[config.mk]
export PLATFORM = sky130hd
export DESIGN_NAME = ddr2_data_strobe_mask_odt
export DESIGN_NICKNAME = d
export VERILOG_FILES = /design/src/ddr2_lane_pkg.sv /design/src/ddr2_data_strobe_mask_odt.sv
export SDC_FILE = /design/constraint.sdc
export NUM_CORES = 1
export LEC_CHECK = 0
export ABC_AREA = 1
export BUFFER_PORTS_ARGS = -buffer_cell sky130_fd_sc_hd__buf_4
export CAP_MARGIN = 20
export CORE_ASPECT_RATIO = 1.1
export CORE_MARGIN = 3
export CORE_UTILIZATION = 50
export DETAILED_ROUTE_END_ITERATION = 8
export PLACE_DENSITY_LB_ADDON = 0.12
export RECOVER_POWER = 25
export REMOVE_ABC_BUFFERS = 1
export SLEW_MARGIN = 20
export SYNTH_ARGS = -nofsm -noshare
export SYNTH_HDL_FRONTEND = slang
export SYNTH_SLANG_ARGS = --single-unit
[constraint.sdc]
create_clock -name sys_clk_i -period 1.5 [get_ports sys_clk_i]
set_input_delay 0 -clock sys_clk_i [delete_from_list [all_inputs] [get_ports sys_clk_i]]
set_output_delay 0 -clock sys_clk_i [all_outputs]
set_load 0.05 [all_outputs]
[src/ddr2_lane_pkg.sv]
// package: constants and carriers for the byte-lane data interface
package ddr2_lane_pkg;

  // --------------------------------------------------------------------------
  // configuration fields of extended_config_one
  // --------------------------------------------------------------------------
  localparam logic [2:0] CFG1_BANK_SEL     = 3'h1;
  localparam int         CFG1_COMP_DIS_BIT = 32'ha;
  localparam int         CFG1_TERM_LO_BIT  = 32'h2;
  localparam int         CFG1_TERM_HI_BIT  = 32'h6;
  localparam logic       RST_COMP_DIS      = 1'h0;
  localparam logic [1:0] RST_TERM_CFG      = 2'h0;
  localparam logic [1:0] TERM_CFG_OFF      = 2'h0;

  // --------------------------------------------------------------------------
  // burst framing
  // --------------------------------------------------------------------------
  localparam logic [2:0] BURST_BEATS = 3'h4;

  // --------------------------------------------------------------------------
  // types
  // --------------------------------------------------------------------------
  typedef enum logic [5:0] {
    CMD_NOP = 6'h01,
    CMD_ACT = 6'h02,
    CMD_PRE = 6'h04,
    CMD_RD  = 6'h08,
    CMD_WR  = 6'h10,
    CMD_MRS = 6'h20
  } cmd_e;

  typedef enum logic [2:0] {
    ST_IDLE  = 3'h1,
    ST_WRITE = 3'h2,
    ST_READ  = 3'h4
  } st_e;

  typedef struct packed {
    logic        ck;
    logic        clock_comp;
    logic        cs_n;
    logic        ras_n;
    logic        cas_n;
    logic        we_n;
    logic [2:0]  ba;
    logic [12:0] addr;
    logic        termination_ctrl;
    logic        lower_byte_strobe;
    logic        lower_byte_strobe_comp;
    logic        upper_byte_strobe;
    logic        upper_byte_strobe_comp;
    logic        lower_byte_mask;
    logic        upper_byte_mask;
    logic [15:0] data_lines;
  } pins_s;

  typedef struct packed {
    logic [15:0] data;
    logic [1:0]  valid;
  } wr_beat_s;

  typedef struct packed {
    logic [15:0] data;
    logic        valid;
  } rd_beat_s;

  typedef struct packed {
    cmd_e        cmd;
    logic [2:0]  ba;
    logic [12:0] addr;
  } cmd_s;

endpackage

[src/ddr2_data_strobe_mask_odt.sv]
// module: device-side command, strobe, mask, data and termination logic
// Contract
// - the write select input is taken only on the crossing where the true clock rises and clock_comp falls.
// - write select with the row and column strobes separates activate from precharge and read from write.
// - the strobes time data both ways, the device driving them on reads and the controller on writes.
// - the lower strobe times data lines 0 to 7 and the upper strobe lines 8 to 15, each lane on its own on writes; on reads both strobes toggle together.
// - bit A10 of extended_config_one disables every complementary strobe, choosing single-ended signalling.
// - a write beat whose byte mask is sampled high is dropped and not stored.
// - the lower mask governs data lines 0 to 7 and the upper mask lines 8 to 15.
// - data moves on both the rising and falling strobe edges, for reads and writes.
// - an active termination_ctrl switches termination on for data, strobes, complements and masks.
// - when extended_config_one disables termination, termination_ctrl is ignored.
`timescale 1ns/1ps

module ddr2_data_strobe_mask_odt (
  input  wire logic                     sys_clk_i,
  input  wire logic                     rst_i,
  input  wire logic                     ck_i,
  input  wire logic                     clock_comp_i,
  input  wire logic                     cs_n_i,
  input  wire logic                     ras_n_i,
  input  wire logic                     cas_n_i,
  input  wire logic                     we_n_i,
  input  wire logic [2:0]               ba_i,
  input  wire logic [12:0]              addr_i,
  input  wire logic                     termination_ctrl_i,
  input  wire logic                     lower_byte_strobe_i,
  input  wire logic                     lower_byte_strobe_comp_i,
  input  wire logic                     upper_byte_strobe_i,
  input  wire logic                     upper_byte_strobe_comp_i,
  input  wire logic                     lower_byte_mask_i,
  input  wire logic                     upper_byte_mask_i,
  input  wire logic [15:0]              data_lines_i,
  input  wire ddr2_lane_pkg::rd_beat_s  rd_beat_i,
  output logic [15:0]                   data_lines_o,
  output logic                          data_lines_oe_o,
  output logic                          lower_byte_strobe_o,
  output logic                          lower_byte_strobe_oe_o,
  output logic                          lower_byte_strobe_comp_o,
  output logic                          lower_byte_strobe_comp_oe_o,
  output logic                          upper_byte_strobe_o,
  output logic                          upper_byte_strobe_oe_o,
  output logic                          upper_byte_strobe_comp_o,
  output logic                          upper_byte_strobe_comp_oe_o,
  output logic                          term_on_o,
  output logic                          rd_open_o,
  output ddr2_lane_pkg::cmd_s           cmd_o,
  output ddr2_lane_pkg::wr_beat_s       wr_beat_o
);

  // --------------------------------------------------------------------------
  // state
  // --------------------------------------------------------------------------
  typedef struct packed {
    ddr2_lane_pkg::pins_s    s1;
    ddr2_lane_pkg::pins_s    s2;
    ddr2_lane_pkg::pins_s    s3;
    ddr2_lane_pkg::pins_s    filt;
    logic                    ck_prev;
    logic                    lstb_prev;
    logic                    ustb_prev;
    ddr2_lane_pkg::st_e      st;
    logic [2:0]              lcnt;
    logic [2:0]              ucnt;
    logic [2:0]              rcnt;
    logic                    comp_dis;
    logic [1:0]              term_cfg;
    ddr2_lane_pkg::cmd_s     cmd;
    ddr2_lane_pkg::wr_beat_s wr;
    logic [15:0]             dq_out;
    logic                    dq_oe;
    logic                    stb;
    logic                    stb_c;
    logic                    stb_c_oe;
    logic                    term_on;
    logic                    rd_open;
  } state_s;

  state_s q;
  state_s d;

  ddr2_lane_pkg::pins_s pins;
  logic                 ck_x;
  logic                 ck_rise;
  logic                 lstb_x;
  logic                 ustb_x;
  logic                 l_edge;
  logic                 u_edge;

  // --------------------------------------------------------------------------
  // command decode
  // --------------------------------------------------------------------------
  function automatic ddr2_lane_pkg::cmd_e decode_cmd(input logic cs_n, input logic ras_n,
                                                     input logic cas_n, input logic we_n);
    ddr2_lane_pkg::cmd_e c;
    c = ddr2_lane_pkg::CMD_NOP;
    if (!cs_n)
    begin
      unique case ({ras_n, cas_n, we_n})
        3'h3:    c = ddr2_lane_pkg::CMD_ACT;
        3'h2:    c = ddr2_lane_pkg::CMD_PRE;
        3'h5:    c = ddr2_lane_pkg::CMD_RD;
        3'h4:    c = ddr2_lane_pkg::CMD_WR;
        3'h0:    c = ddr2_lane_pkg::CMD_MRS;
        default: c = ddr2_lane_pkg::CMD_NOP;
      endcase
    end
    return c;
  endfunction

  assign pins = '{ck_i, clock_comp_i, cs_n_i, ras_n_i, cas_n_i, we_n_i, ba_i, addr_i,
                  termination_ctrl_i, lower_byte_strobe_i, lower_byte_strobe_comp_i,
                  upper_byte_strobe_i, upper_byte_strobe_comp_i, lower_byte_mask_i,
                  upper_byte_mask_i, data_lines_i};

  // --------------------------------------------------------------------------
  // crossing and strobe edge detection
  // --------------------------------------------------------------------------
  // true clock high with complement low marks the crossing
  assign ck_x    = q.filt.ck & ~q.filt.clock_comp;
  assign ck_rise = ck_x & ~q.ck_prev;
  // differential strobes need both halves to agree
  assign lstb_x  = q.comp_dis ? q.filt.lower_byte_strobe
                              : (q.filt.lower_byte_strobe & ~q.filt.lower_byte_strobe_comp);
  assign ustb_x  = q.comp_dis ? q.filt.upper_byte_strobe
                              : (q.filt.upper_byte_strobe & ~q.filt.upper_byte_strobe_comp);
  assign l_edge  = lstb_x ^ q.lstb_prev;
  assign u_edge  = ustb_x ^ q.ustb_prev;

  // --------------------------------------------------------------------------
  // next state
  // --------------------------------------------------------------------------
  always_comb
  begin
    d = q;
    // three-stage pin sampling, a change counts once stages two and three agree
    d.s1      = pins;
    d.s2      = q.s1;
    d.s3      = q.s2;
    d.filt    = (~(q.s2 ^ q.s3) & q.s3) | ((q.s2 ^ q.s3) & q.filt);
    d.ck_prev   = ck_x;
    d.lstb_prev = lstb_x;
    d.ustb_prev = ustb_x;
    d.cmd.cmd   = ddr2_lane_pkg::CMD_NOP;
    d.wr.valid  = 2'h0;

    // command capture on the clock crossing only
    if (ck_rise)
    begin
      d.cmd.cmd  = decode_cmd(q.filt.cs_n, q.filt.ras_n, q.filt.cas_n, q.filt.we_n);
      d.cmd.ba   = q.filt.ba;
      d.cmd.addr = q.filt.addr;
    end

    // configuration write of extended_config_one
    if (q.cmd.cmd == ddr2_lane_pkg::CMD_MRS && q.cmd.ba == ddr2_lane_pkg::CFG1_BANK_SEL)
    begin
      d.comp_dis = q.cmd.addr[ddr2_lane_pkg::CFG1_COMP_DIS_BIT];
      d.term_cfg = {q.cmd.addr[ddr2_lane_pkg::CFG1_TERM_HI_BIT],
                    q.cmd.addr[ddr2_lane_pkg::CFG1_TERM_LO_BIT]};
    end

    unique case (q.st)
      ddr2_lane_pkg::ST_IDLE:
      begin
        d.dq_oe   = 1'h0;
        d.rd_open = 1'h0;
        if (q.cmd.cmd == ddr2_lane_pkg::CMD_WR)
        begin
          d.st   = ddr2_lane_pkg::ST_WRITE;
          d.lcnt = 3'h0;
          d.ucnt = 3'h0;
        end
        else if (q.cmd.cmd == ddr2_lane_pkg::CMD_RD)
        begin
          d.st      = ddr2_lane_pkg::ST_READ;
          d.rcnt    = 3'h0;
          d.stb     = 1'h0;
          d.stb_c   = 1'h1;
          d.rd_open = 1'h1;
        end
      end
      ddr2_lane_pkg::ST_WRITE:
      begin
        // controller drives the strobes, each lane counted on its own
        if (l_edge && q.lcnt != ddr2_lane_pkg::BURST_BEATS)
        begin
          d.lcnt           = q.lcnt + 3'h1;
          d.wr.data[7:0]   = q.filt.data_lines[7:0];
          d.wr.valid[0]    = ~q.filt.lower_byte_mask;
        end
        if (u_edge && q.ucnt != ddr2_lane_pkg::BURST_BEATS)
        begin
          d.ucnt           = q.ucnt + 3'h1;
          d.wr.data[15:8]  = q.filt.data_lines[15:8];
          d.wr.valid[1]    = ~q.filt.upper_byte_mask;
        end
        if (q.lcnt == ddr2_lane_pkg::BURST_BEATS && q.ucnt == ddr2_lane_pkg::BURST_BEATS)
        begin
          d.st = ddr2_lane_pkg::ST_IDLE;
        end
      end
      ddr2_lane_pkg::ST_READ:
      begin
        // device drives the strobes, one edge per beat
        if (rd_beat_i.valid && q.rcnt != ddr2_lane_pkg::BURST_BEATS)
        begin
          d.dq_out = rd_beat_i.data;
          d.dq_oe  = 1'h1;
          d.stb    = ~q.stb;
          d.stb_c  = q.stb;
          d.rcnt   = q.rcnt + 3'h1;
        end
        else if (q.rcnt == ddr2_lane_pkg::BURST_BEATS)
        begin
          d.dq_oe   = 1'h0;
          d.stb     = 1'h0;
          d.stb_c   = 1'h1;
          d.rd_open = 1'h0;
          d.st      = ddr2_lane_pkg::ST_IDLE;
        end
      end
      default:
      begin
        d.st = ddr2_lane_pkg::ST_IDLE;
      end
    endcase

    d.stb_c_oe = d.dq_oe & ~d.comp_dis;
    d.term_on  = q.filt.termination_ctrl & (q.term_cfg != ddr2_lane_pkg::TERM_CFG_OFF);
  end

  // --------------------------------------------------------------------------
  // registers
  // --------------------------------------------------------------------------
  always_ff @(posedge sys_clk_i)
  begin
    if (rst_i)
    begin
      q          <= '0;
      q.st       <= ddr2_lane_pkg::ST_IDLE;
      q.cmd.cmd  <= ddr2_lane_pkg::CMD_NOP;
      q.comp_dis <= ddr2_lane_pkg::RST_COMP_DIS;
      q.term_cfg <= ddr2_lane_pkg::RST_TERM_CFG;
      q.stb_c    <= 1'h1;
    end
    else
    begin
      q <= d;
    end
  end

  // --------------------------------------------------------------------------
  // outputs
  // --------------------------------------------------------------------------
  assign data_lines_o                = q.dq_out;
  assign data_lines_oe_o             = q.dq_oe;
  assign lower_byte_strobe_o         = q.stb;
  assign lower_byte_strobe_oe_o      = q.dq_oe;
  assign lower_byte_strobe_comp_o    = q.stb_c;
  assign lower_byte_strobe_comp_oe_o = q.stb_c_oe;
  assign upper_byte_strobe_o         = q.stb;
  assign upper_byte_strobe_oe_o      = q.dq_oe;
  assign upper_byte_strobe_comp_o    = q.stb_c;
  assign upper_byte_strobe_comp_oe_o = q.stb_c_oe;
  assign term_on_o                   = q.term_on;
  assign rd_open_o                   = q.rd_open;
  assign cmd_o                       = q.cmd;
  assign wr_beat_o                   = q.wr;
endmodule // ddr2_data_strobe_mask_odt

==> run metrics <==
number of synthesized flops with an enable pin=0; sequential area share after synthesis=between 50% and 60%; largest net degree at the start of global routing=65; worst slack at placement=-0.000806 ns; gpl congestion=roughly 0.75; Pwr Density=between 1000 and 1500 nW/um^2; DR DRC count=0; peak supply drop=~1100 uV; Combinational Power Share=approximately 5.2%; YS warnings=0; final setup fails=0; Fin. Hold Viols=0; synthesized cell area=around 9100 um^2; final wirelength=between 15 and 20 mm; internal power=11.4 mW; # port buffers=between 100 and 150; sw power=about 3.0 mW; IO Count=roughly 130; Worst setup SP type=flip-flop; CTS tree=built; CTS Sinks=between 200 and 300; Critical Path Most Common Cell=inv_1; Detailed Place HPWL=about 11 mm; Final Max Slew Viols=0; Clock Power Share=between 40% and 50%; Routed Antenna Nets=0; CTS H-tree lvls=1; Setup CP Type=flip-flop to flip-flop; clock transition at the registers of the reported paths=0.06 ns; worst skew pair latency=around 0.51 ns; Num CTS Buffers=26; post-route insts no fill=around 1500; via/cell ratio=~4.5; main area contributors after synthesis=dfxtp_1, nor2_1, inv_1; Most used DFF post-synth=dfxtp_1; met3 usage=3.27%; Max Cap Violations=0; row cnt=51; synthesis-to-finish area growth=27.1%; GR met1 Demand/Resource=approximately a fifth; busiest grt layer=met2; die width=135 um; Worst path max stage delay=approximately 0.33 ns; grt ovf=0; Reg power frac=a little under 50%; Crit. Startpoint=q[68]$_SDFFE_PP0P_; Die Y=around 150 um; Max Root-Sink Buffers=3; Synth area leader=dfxtp_1; Sw Share=around a fifth; fraction of registers with async set/reset=0%; vias in the first global route=roughly 6300; status=completed; Worst R2R Start=q[68]$_SDFFE_PP0P_; all-layer global routing usage=around 17%; final period utilization=a little over nine tenths; first-iteration detailed-routing DRC count=~260; met2 usage=29.8%; Worst EP required=~1.9 ns; number of placed instances, taps included=around 1400; leakage power=5.02 nW; min Tclk post-route=roughly 1.4 ns; Peak Freq=between 700 and 800 MHz; first-pass GRT wire length=between 20 and 30 mm; synthesized area per cell=approximately 8.4 um^2; initial antenna violation count=0; Synth Instances=about 1100; proportion of layout cells with a drive suffix above 1=between 10% and 20%; Arrival @ worst endpoint=approximately 1.8 ns; post-synth top area share=a little under three fifths; final core utilization=between 60% and 70%; via count=6775; drt pass-1 iters=4; die footprint=just under 20000 um^2; Initial Util=about 51%; setup TNS=0 ns; WL per Instance=~11 um; CP endpoint kind=flip-flop; Synth Register Bits=260; cells along the critical path=inv_1 > ha_1 > nand2_1 > inv_1 > nor2_8 > buf_4 > nand4_1 > a21oi_1; core box area=17800 um^2; post-synthesis cell type count=33; slowest CP cell=dfxtp_1; final worst slack=~0.09 ns; Setup Skew=about 0.0091 ns; nets=approximately 1300; Worst Tran Pin Value=around 0.85 ns; hold wc startpoint=rd_beat_i[0]; # diodes=0; RSZ-0062 raised after global routing=true; Worst Hold Class=input pin to flip-flop; Root Buffer=clkbuf_16; max_slew headroom=a little over two fifths; crit path max fanout=8
[final timing paths]
kind / end / slack (ns) / cells after the start
max: wr_beat_o[15]$_SDFFE_PP0P_ / 0.09 / 8
min: data_lines_o[11]$_SDFFE_PP0P_ / 0.03 / 6
max reg2reg: wr_beat_o[15]$_SDFFE_PP0P_ / 0.09 / 8
min reg2reg: d[169]$_SDFF_PP0_ / 0.40 / 2
[layout by cell type (no fill, tap or decap), types with 4 or more instances in the layout]
cell,instances
nand3_4,4
nand3_1,18
ha_1,6
buf_4,145
nor4_1,5
inv_2,4
a211oi_1,4
nand2_1,67
clkbuf_16,27
nor2_1,240
a21oi_1,83
dlygate4sd3_1,70
dfxtp_1,260
o21ai_0,74
clkbuf_8,11
nand2_2,5
nand4_1,16
inv_1,175
clkbuf_1,5
[synth_stat cells (5+ instances only)]
library cell	number
dfxtp_1	260
nor2_1	241
inv_1	175
a21oi_1	85
o21ai_0	76
nand2_1	67
buf_4	61
nand3_1	18
buf_2	16
nand4_1	16
clkbuf_1	10
ha_1	6
buf_1	5
inv_2	5
nand2_2	5
nor4_1	5
[routing by layer]
metal  wire length, um  part of all wire, %
met5                 0                    0
met4               369                  2.2
met3               732                  4.3
met2              8290                   49
met1              7520                   44
[power by group through the flow]
stage	combinational, mW	sequential (mW)	clock, mW
2_1_floorplan	0.254	7.33	0
3_3_place_gp	0.592	7.29	0
3_5_place_dp	0.603	7.29	0
4_1_cts	0.749	7.14	6.69
5_1_grt	0.841	7.16	6.99
6_report	0.745	7.14	6.50
[logic make-up (layout without fill, tap and decap cells)]
| group | count (synthesis) | after routing | share of synthesized area, % |
|---|---|---|---|
| AND/OR/NAND/NOR | 369 | 371 | 17.6 |
| buffers and inverters | 277 | 447 | 14.5 |
| flip-flops | 260 | 260 | 57.3 |
| AO/OA/AOI/OAI | 170 | 170 | 9.73 |
| adder cells (fa/ha/maj) | 6 | 6 | 0.826 |
| XOR/XNOR | 1 | 1 | 0.0964 |
[critical path, delay by kind of cell, from the launching register on]
family	cells	cell delay, ns
AO/OA/AOI/OAI	1	0.18
flip-flops	1	0.33
AND/OR/NAND/NOR	3	0.32
adder cells (fa/ha/maj)	1	0.19
buffers and inverters	3	0.32
[per-stage QoR]
step / instance area (um^2) / total power, mW / hold WS [ns]
after floorplan: 8450 / 7.58 / 0.0669
after global placement: 9900 / 7.88 / 0.198
after detailed placement: 9900 / 7.90 / 0.205
after CTS: 11500 / 14.6 / 0.0117
after global routing: 11600 / 15.0 / 0.0690
final: 11600 / 14.4 / 0.0294
[what timing repair did]
action,in CTS,in global routing
pin swaps,0,1
setup buffers,0,3
hold buffers,70,0
endpoints found under the hold margin,73,0
endpoints found under the setup margin,1,22
gates resized for setup,2,10
cloned,0,2
[area by class of cell]
| class | count | area [um^2] |
|---|---|---|
| timing repair buffer | 221 | 1880 |
| sequential | 260 | 5200 |
| clock inverter | 4 | 45.0 |
| tap | 238 | 298 |
| inverter | 180 | 678 |
| clock buffer | 42 | 842 |
| multi-input combinational | 548 | 2610 |
| fill | 1495 | 6250 |
(Power assumes the default switching activity.)
